**src/dds_serial_defines.vh**
```
// constants for the dds serial write port and control decoder
`ifndef DDS_SERIAL_DEFINES_VH
`define DDS_SERIAL_DEFINES_VH

// serial word shape
`define WORD_BITS 16
`define BIT_CNT_W 5
`define BIT_CNT_LAST 5'h0_010
`define BIT_CNT_RST 5'h0_000

// destination field, top two bits of every word
`define DEST_HI 15
`define DEST_LO 14
`define DEST_CONTROL 2'h0
`define DEST_FREQ_A 2'h1
`define DEST_FREQ_B 2'h2
`define DEST_PHASE 2'h3

// payload layout
`define HALF_BITS 14
`define FREQ_BITS 28
`define PHASE_BITS 12
`define PHASE_SEL_BIT 13

// control bit positions
`define CTL_FULL_WORD 13
`define CTL_HALF_SEL 12
`define CTL_FREQ_CHOICE 11
`define CTL_PHASE_CHOICE 10
`define CTL_SOURCE 9
`define CTL_RESET 8
`define CTL_HALT 7

// reset values
`define CTL_RST_VAL 14'h0_000
`define FREQ_RST_VAL 28'h000_0000
`define PHASE_RST_VAL 12'h000
`define HALF_RST_VAL 14'h0_000

// master clock latencies, in clk_sys cycles
`define SELECT_LATENCY 7
`define RELEASE_LATENCY 7

`endif

```
**src/dds_serial_control_load.v**
```verilog
// serial write port, control decoder and register loader of a dds core
`timescale 1ns/1ps
`include "dds_serial_defines.vh"

module dds_serial_control_load (
	input wire clk_sys,
	input wire rst_n,
	input wire serial_clk,
	input wire frame_sync_n,
	input wire serial_data,
	input wire freq_choice_pin,
	input wire phase_choice_pin,
	input wire reset_pin,
	input wire sleep_pin,
	output reg [`HALF_BITS-1:0] control_bits_q,
	output reg [`FREQ_BITS-1:0] frequency_word_a_q,
	output reg [`FREQ_BITS-1:0] frequency_word_b_q,
	output reg [`PHASE_BITS-1:0] phase_offset_a_q,
	output reg [`PHASE_BITS-1:0] phase_offset_b_q,
	output reg [`FREQ_BITS-1:0] active_freq_q,
	output reg [`PHASE_BITS-1:0] active_phase_q,
	output reg accum_clear_q,
	output reg accum_run_q,
	output reg output_live_q
);
	// loader states, one-hot
	localparam ST_IDLE = 2'b01;
	localparam ST_LOW_HELD = 2'b10;

	// the host link and the select pins are all foreign to clk_sys;
	// every one of them goes through the same two-flop bank so that
	// a data bit and its clock edge are seen with the same delay.
	// the cost is two cycles of latency on every pin, which come on
	// top of the depth of the latency pipeline below.
	// rst_n itself is not synchronised: it only clears, never steers.
	// pipeline width for the selected frequency and phase pair
	localparam SEL_W = `FREQ_BITS + `PHASE_BITS;

	// synchronised pins; frame sync is inverted so idle reads zero
	wire [6:0] pins_raw;
	wire [6:0] pins_s;
	wire sclk_s;
	wire frame_on_s;
	wire sdata_s;
	wire fpin_s;
	wire ppin_s;
	wire rpin_s;
	wire spin_s;

	// serial shift state
	reg sclk_prev_q; // last synchronised serial clock level
	reg [`WORD_BITS-1:0] shift_q; // input shift register
	reg [`BIT_CNT_W-1:0] bit_cnt_q; // bits taken in this word
	reg word_ready_q; // one-cycle pulse, word in shift_q complete
	wire sclk_fall;
	wire [`WORD_BITS-1:0] shift_next;

	// loader state
	reg [1:0] load_state_q;
	reg [1:0] load_state_d;
	reg [`HALF_BITS-1:0] low_half_q; // held low half in full mode
	reg [1:0] low_dest_q; // destination of the held low half

	// decoded word fields
	wire [1:0] dest;
	wire [`HALF_BITS-1:0] payload;
	wire full_mode;
	wire half_upper;

	// effective controls after source selection
	reg ctl_sample_q; // marks the sampling stage is loaded
	reg [`HALF_BITS-1:0] ctl_sampled_q; // sampled control bits
	wire use_pins;
	wire freq_sel;
	wire phase_sel;
	wire core_reset;
	wire core_halt;
	wire [SEL_W-1:0] sel_pair;
	wire [SEL_W-1:0] sel_pair_dly;
	wire reset_dly;

	// all external pins cross into clk_sys through two flops
	assign pins_raw = {~frame_sync_n, serial_clk, serial_data,
		freq_choice_pin, phase_choice_pin, reset_pin, sleep_pin};

	pin_sync #(
		.W(7)
	) u_pin_sync (
		.clk_sys(clk_sys),
		.rst_n(rst_n),
		.pin_in(pins_raw),
		.pin_sync_q(pins_s)
	);

	assign frame_on_s = pins_s[6];
	assign sclk_s = pins_s[5];
	assign sdata_s = pins_s[4];
	assign fpin_s = pins_s[3];
	assign ppin_s = pins_s[2];
	assign rpin_s = pins_s[1];
	assign spin_s = pins_s[0];

	// falling edge of the serial clock as seen in clk_sys
	// a free-running or idle-high/low clock all look alike here
	assign sclk_fall = sclk_prev_q & ~sclk_s;

	// new bit enters at the bottom, so the first bit ends on top
	assign shift_next = {shift_q[`WORD_BITS-2:0], sdata_s};

	// the bit counter runs only while frame sync is seen low, so a
	// long frame simply wraps it every sixteen bits and each wrap
	// raises the word strobe. a frame that closes early clears the
	// count and leaves shift_q holding junk that nobody reads,
	// because only the strobe lets a word into the loader.
	// limitation: a serial clock phase shorter than ~1 clk_sys cycle is missed.
	// serial shifter and bit counter
	always @(posedge clk_sys or negedge rst_n) begin
		if (!rst_n) begin
			sclk_prev_q <= 1'b0;
			shift_q <= {`WORD_BITS{1'b0}};
			bit_cnt_q <= `BIT_CNT_RST;
			word_ready_q <= 1'b0;
		end else begin
			sclk_prev_q <= sclk_s;
			word_ready_q <= 1'b0;
			if (!frame_on_s) begin
				// frame closed: any partial word is dropped
				bit_cnt_q <= `BIT_CNT_RST;
			end else if (sclk_fall) begin
				shift_q <= shift_next;
				if (bit_cnt_q == `BIT_CNT_LAST - 5'h0_001) begin
					// sixteenth bit closes a word; the next bit starts another
					bit_cnt_q <= `BIT_CNT_RST;
					word_ready_q <= 1'b1;
				end else begin
					bit_cnt_q <= bit_cnt_q + 5'h0_001;
				end
			end
		end
	end

	// word fields
	assign dest = shift_q[`DEST_HI:`DEST_LO];
	assign payload = shift_q[`HALF_BITS-1:0];
	assign full_mode = control_bits_q[`CTL_FULL_WORD];
	assign half_upper = control_bits_q[`CTL_HALF_SEL];

	// full-word pairing: the first frequency word is parked in
	// low_half_q and the register is left alone until the second
	// word arrives, so the accumulator never sees a torn value.
	// any word at all ends a pairing, which keeps the loader from
	// waiting forever on a host that changed its mind mid pair.
	// phase and control words never start a pair.
	// loader next state: pairing only exists in full mode
	always @* begin
		load_state_d = load_state_q;
		case (load_state_q)
			ST_IDLE: begin
				if (word_ready_q && full_mode && dest != `DEST_CONTROL
					&& dest != `DEST_PHASE) begin
					load_state_d = ST_LOW_HELD;
				end
			end
			ST_LOW_HELD: begin
				if (word_ready_q) begin
					// a control write also ends the pair, mode may change
					load_state_d = ST_IDLE;
				end
			end
			default: begin
				load_state_d = ST_IDLE;
			end
		endcase
	end

	// register loads
	// a mismatched second destination commits to the second one
	always @(posedge clk_sys or negedge rst_n) begin
		if (!rst_n) begin
			load_state_q <= ST_IDLE;
			control_bits_q <= `CTL_RST_VAL;
			frequency_word_a_q <= `FREQ_RST_VAL;
			frequency_word_b_q <= `FREQ_RST_VAL;
			phase_offset_a_q <= `PHASE_RST_VAL;
			phase_offset_b_q <= `PHASE_RST_VAL;
			low_half_q <= `HALF_RST_VAL;
			low_dest_q <= `DEST_CONTROL;
		end else begin
			load_state_q <= load_state_d;
			if (word_ready_q) begin
				case (dest)
					`DEST_CONTROL: begin
						control_bits_q <= payload;
					end
					`DEST_FREQ_A, `DEST_FREQ_B: begin
						if (full_mode && load_state_q == ST_IDLE) begin
							// first half is held, register untouched
							low_half_q <= payload;
							low_dest_q <= dest;
						end else if (full_mode) begin
							// second half commits both halves together
							if (dest == `DEST_FREQ_A) begin
								frequency_word_a_q <= {payload, low_half_q};
							end else begin
								frequency_word_b_q <= {payload, low_half_q};
							end
						end else if (half_upper) begin
							// half mode, upper half only
							if (dest == `DEST_FREQ_A) begin
								frequency_word_a_q[`FREQ_BITS-1:`HALF_BITS] <= payload;
							end else begin
								frequency_word_b_q[`FREQ_BITS-1:`HALF_BITS] <= payload;
							end
						end else begin
							// half mode, lower half only
							if (dest == `DEST_FREQ_A) begin
								frequency_word_a_q[`HALF_BITS-1:0] <= payload;
							end else begin
								frequency_word_b_q[`HALF_BITS-1:0] <= payload;
							end
						end
					end
					`DEST_PHASE: begin
						// one bit picks the phase register, low bits carry it
						if (payload[`PHASE_SEL_BIT]) begin
							phase_offset_b_q <= payload[`PHASE_BITS-1:0];
						end else begin
							phase_offset_a_q <= payload[`PHASE_BITS-1:0];
						end
					end
					default: begin
						control_bits_q <= control_bits_q;
					end
				endcase
			end
		end
	end

	// the control word is written from the serial side at any time;
	// one extra stage stands in for the falling-edge sampling of the
	// master clock, so a fresh control word steers the core one
	// cycle after it lands. ctl_sample_q marks that the stage holds
	// a real value, which keeps accumulation off for that first cycle.
	// control bits pass one sampling stage before they steer the core; full_mode and half_upper skip it
	always @(posedge clk_sys or negedge rst_n) begin
		if (!rst_n) begin
			ctl_sample_q <= 1'b0;
			ctl_sampled_q <= `CTL_RST_VAL;
		end else begin
			ctl_sample_q <= 1'b1;
			ctl_sampled_q <= control_bits_q;
		end
	end

	// choose pins or control bits as the source of select, reset, sleep
	assign use_pins = ctl_sampled_q[`CTL_SOURCE];
	assign freq_sel = use_pins ? fpin_s : ctl_sampled_q[`CTL_FREQ_CHOICE];
	assign phase_sel = use_pins ? ppin_s : ctl_sampled_q[`CTL_PHASE_CHOICE];
	assign core_reset = use_pins ? rpin_s : ctl_sampled_q[`CTL_RESET];
	// the halt bit always acts; the sleep pin adds to it in pin mode
	assign core_halt = ctl_sampled_q[`CTL_HALT] | (use_pins & spin_s);

	// frequency and phase travel as one word through one pipeline so
	// that a select change moves both together; a split pipeline
	// could show a new frequency with the old phase for a cycle.
	// the delay line is one stage short of the latency because the
	// output flop below supplies the last stage.
	// selected pair enters the pipeline; the output flop is the last stage
	assign sel_pair = {freq_sel ? frequency_word_b_q : frequency_word_a_q,
		phase_sel ? phase_offset_b_q : phase_offset_a_q};

	delay_line #(
		.W(SEL_W),
		.D(`SELECT_LATENCY - 1)
	) u_sel_delay (
		.clk_sys(clk_sys),
		.rst_n(rst_n),
		.din(sel_pair),
		.dout(sel_pair_dly)
	);

	// reset release is delayed the same way as selection
	delay_line #(
		.W(1),
		.D(`RELEASE_LATENCY - 1)
	) u_rst_delay (
		.clk_sys(clk_sys),
		.rst_n(rst_n),
		.din(core_reset),
		.dout(reset_dly)
	);

	// clear is taken from both the live and the delayed reset, so the
	// accumulators go clear at once and stay clear until the release
	// has walked the whole pipeline. output_live_q is the inverse of
	// the same pair: it drops at once and rises only at the end.
	// the loaded frequency, phase and control registers are never
	// touched here; only rst_n clears them.
	// output stage: clear acts at once, release waits out the pipeline
	// the halt freezes the active words instead of gating clk_sys,
	// which keeps the whole block on one clock tree
	always @(posedge clk_sys or negedge rst_n) begin
		if (!rst_n) begin
			active_freq_q <= `FREQ_RST_VAL;
			active_phase_q <= `PHASE_RST_VAL;
			accum_clear_q <= 1'b1;
			accum_run_q <= 1'b0;
			output_live_q <= 1'b0;
		end else begin
			// loaded registers are untouched by the core reset
			accum_clear_q <= core_reset | reset_dly;
			accum_run_q <= ~core_halt & ctl_sample_q;
			output_live_q <= ~core_reset & ~reset_dly;
			if (!core_halt) begin
				active_freq_q <= sel_pair_dly[SEL_W-1:`PHASE_BITS];
				active_phase_q <= sel_pair_dly[`PHASE_BITS-1:0];
			end
		end
	end
endmodule

```
**src/delay_line.v**
```verilog
// fixed-depth pipeline used to model master clock latencies
`timescale 1ns/1ps
module delay_line #(
	parameter W = 1,
	parameter D = 1
) (
	input wire clk_sys,
	input wire rst_n,
	input wire [W-1:0] din,
	output wire [W-1:0] dout
);
	// stage 0 is newest, stage d-1 is oldest
	reg [W*D-1:0] stage_q;

	// shift one stage per clock; the depth picks the form so no slice goes negative
	generate
		if (D > 1) begin : g_deep
			always @(posedge clk_sys or negedge rst_n) begin
				if (!rst_n) begin
					stage_q <= {(W*D){1'b0}};
				end else begin
					stage_q <= {stage_q[W*(D-1)-1:0], din};
				end
			end
		end else begin : g_one
			always @(posedge clk_sys or negedge rst_n) begin
				if (!rst_n) begin
					stage_q <= {(W*D){1'b0}};
				end else begin
					stage_q <= din;
				end
			end
		end
	endgenerate

	// oldest stage leaves the line
	assign dout = stage_q[W*D-1:W*(D-1)];
endmodule

```
**src/pin_sync.v**
```verilog
// two-flop synchroniser for a group of asynchronous pins
`timescale 1ns/1ps
module pin_sync #(
	parameter W = 1
) (
	input wire clk_sys,
	input wire rst_n,
	input wire [W-1:0] pin_in,
	output reg [W-1:0] pin_sync_q
);
	// first stage, read only by the second stage
	reg [W-1:0] meta_q;

	// both stages clear to zero; callers invert where idle is high
	always @(posedge clk_sys or negedge rst_n) begin
		if (!rst_n) begin
			meta_q <= {W{1'b0}};
			pin_sync_q <= {W{1'b0}};
		end else begin
			meta_q <= pin_in;
			pin_sync_q <= meta_q;
		end
	end
endmodule

```
**config.mk**
```make
export PLATFORM = sky130hd
export DESIGN_NAME = dds_serial_control_load
export DESIGN_NICKNAME = d
export VERILOG_FILES = /design/src/dds_serial_control_load.v /design/src/delay_line.v /design/src/pin_sync.v
export VERILOG_INCLUDE_DIRS = /design/src
export SDC_FILE = /design/constraint.sdc
export NUM_CORES = 1
export LEC_CHECK = 0
export BUFFER_PORTS_ARGS = -buffer_cell sky130_fd_sc_hd__buf_4
export CORE_MARGIN = 8
export CORE_UTILIZATION = 25
export CTS_CLUSTER_DIAMETER = 200
export DETAILED_ROUTE_END_ITERATION = 16
export PLACE_DENSITY = 0.47
export SYNTH_ARGS = -nofsm -noshare
export SYNTH_HDL_FRONTEND = slang
export SYNTH_HIERARCHICAL = 1
export SYNTH_SLANG_ARGS = --single-unit
```
**constraint.sdc**
```tcl
create_clock -name clk_sys -period 1.8 [get_ports clk_sys]
set_input_delay 0 -clock clk_sys [delete_from_list [all_inputs] [get_ports clk_sys]]
set_output_delay 0 -clock clk_sys [all_outputs]
set_load 0.05 [all_outputs]
```
==> out/results.ini <==
[die]
core_mm2=0.0564
dieArea_mm2=0.0649
top_level_ports=146
initial_core_util=0.253
die_width_um=255
die_h_um=255
num_rows=87

[sta]
tightest_slew_ps=583
maxSlewHeadroom=0.611
final-hold-violation-count=0
finalCritPeriodShare=1.03
fin_tns_setup_ps=-641
maxSlewViolCount=0
fin_ws_ps=-46.3
finClkSkew_ps=22.8
fmax_mhz=542
rsz0062_at_grt=yes
fin_crit_ps=1850
setup_viol=22

[worst_setup_path]
worst_ep_required_time_ps=2260
start_kind=flop
worstPathMaxFanout=7
r2r_cells=6
crit_type=reg -> reg
rrSetupSlack_ps=-50
r2r-end=frequency_word_a_q[9]
timing.rr.start=shift_q[14]
crit_arrival_ps=2310
endpoint_kind=flop

[synthesis]
synth_top_area_share=0.772
synth_commonest_cells=dfrtp_1 (440), mux2_2 (99), o21ai_0 (69)
synthMuxAreaShare=0.0952
synth_top_family_by_area=multiplexers
synth_most_common_cell=dfrtp_1
ys.warnings.count=6
synth-compound-area-share=0.0477
synth_seq_cells=442
synth_adder_area_share=0.00351
synthSimpleGateAreaFrac=0.0310
synth-main-ff-cell=dfrtp_1
synth_area_mm2=0.0143
synth_nets=905
synth_top_area_cell=dfrtp_1
syn_inst=892
ys_types=35
post_synth.cell_area_avg_um2=16.0
synth_xor_area_frac=0.000614
synth.area.top_cells=dfrtp_1 (77%), mux2_2 (7.8%), o21ai_0 (2.4%)
async_flop_share=1.00
synth_enable_flop_cells=0
ys_seq_area_frac=0.776

[layout]
multi_input_area_mm2=0.00261
postLayoutCellArea_mm2=0.0182
final_nets=1085
fillerInstances=5598
final-instance-count-excl-fill=1864
drive_gt1_frac=0.347
areaGrowthSynthToFinish_pct=27.9
final_util=0.323
regArea_mm2=0.0111

[routing]
drc=0
postRouteAntennaNets=0
routed-via-count=7331
avgRoutedWirePerCell_um=17.7
drt-initial-drc-count=514
routed_via_density=3.93
wl_mm=33.0
firstDrtPassIters=5

[cts]
clk_latency_ps=580
cts_sinks=442
cts_made_buffers=47
root_buffer=clkbuf_16
clk_path_buf_depth=3
clk_pin_slew_worst_paths_ps=60
cts_tree=done
h-tree-depth=2

[pwr]
power_mw=20.9
vdd_drop_max_mv=0.602
powerDensity_mw_per_mm2=1140
p_leak_nw=9.17

[grt]
grt_max_degree=82
antenna_found_initial=0
grt_pass1_wl_mm=50.3
globalRouteMet2Util=0.164
grt.met3_usage=0.0239
grt_use_met1=0.132
overflow=0
grt_pass1_vias=7891
track_usage=0.103
grt.busiest_layer=met2

[hold_path]
hold_class=in -> async

[placed_design]
post_dp_cell_area_mm2=0.0164
place_inst=1768
place_hpwl_mm=22.2
gp_congestion=0.760
port_buffers=145

[status]
violations=negative setup slack
status=finished with violations

[flow_run]
drv_cap=0

-- logic make-up (layout without fill, tap and decap cells) --
kind of cell	Yosys count	after routing
compound gates	105	105
simple gates	89	89
xor+xnor	1	1
mux	122	122
buf+inv	128	343
flops	442	442
fa+ha+maj	4	4
other cells	1	2
-- worst max-delay path by stage --
stage | depth (start not counted) | endpoint | from
floorplan | 5 | frequency_word_b_q[18] | control_bits_q[13]
global placement | 7 | frequency_word_a_q[22] | shift_q[14]
detailed placement | 6 | frequency_word_a_q[8] | shift_q[14]
CTS | 6 | frequency_word_b_q[24] | shift_q[15]
global route | 6 | frequency_word_a_q[10] | shift_q[14]
finish | 6 | frequency_word_a_q[9] | shift_q[14]
-- final cells by class --
cell class,instances,share of cell area
Sequential cell,442,0.607
Multi-Input combinational cell,322,0.143
Timing Repair Buffer,201,0.0945
Clock buffer,62,0.0726
Tap cell,756,0.0519
Clock inverter,22,0.0188
Inverter,58,0.0119
Antenna cell,1,0.000137
-- worst max-delay path, stage by stage (launching register included) --
cell and delay (ps):
dfrtp_1 390, inv_2 70, ha_4 290, nand3_4 80
or3b_4 410, buf_6 160, a222oi_1 330
-- state kept, by name, summed over array words and instances, names as in the netlist, 2 cells and up --
name and count:
ctl_sampled_q 5, bit_cnt_q 5, phase_offset_b_q 12, control_bits_q 14, u_pin_sync/meta_q 7, shift_q 16
frequency_word_b_q 28, active_phase_q 12, u_pin_sync/pin_sync_q 7, u_sel_delay/stage_q 240, load_state_q 2, frequency_word_a_q 28
active_freq_q 28, phase_offset_a_q 12, low_half_q 14, u_rst_delay/stage_q 6
-- power breakdown --
part	total (mW)	internal, mW	leakage (nW)	switching (mW)
Combinational	0.524	0.112	2.25	0.413
Sequential	10.1	10.0	6.12	0.100
Clock	10.2	6.33	0.807	3.89
-- stage by stage --
step	setup WS, ps	hold slack (ps)
2_1_floorplan	-69.6	-296
3_3_place_gp	-36.5	-85.0
3_5_place_dp	-76.5	-78.5
4_1_cts	-64.4	31.2
5_1_grt	-166	61.3
6_report	-46.3	70.4
-- per-layer routing --
metal	wire, µm	vias up
met4	1160	0
li1	-	3337
met5	0	-
met1	14400	3768
met3	1680	62
met2	15800	164
-- repair_timing --
action | in CTS | in global routing
resized for setup | 9 | 3
pin swaps | 6 | 12
hold buffers | 9 | 0
setup buffers | 0 | 1
gates cloned | 1 | 0
setup endpoints to repair | 52 | 56
hold endpoints to repair | 448 | 0
-- cells in the final DEF, fill, tap and decap left out, drive strengths merged, types with 2 or more instances in the layout --
cell           n
mux2i         13
nor3           8
nor4b          2
nand3          4
nand2         53
dlygate4sd3    8
clkbuf        62
nand3b         3
a222oi        28
ha             4
dfstp          2
a41oi          2
clkinvlp       4
bufinv         8
dfrtp        440
nand2b         4
mux2         109
o21ai         69
nand4b         2
buf          193
and2           2
inv           59
clkinv         9
nor2           4
nor2b          3
a21oi          4
Power figures use the tool's default switching activity.
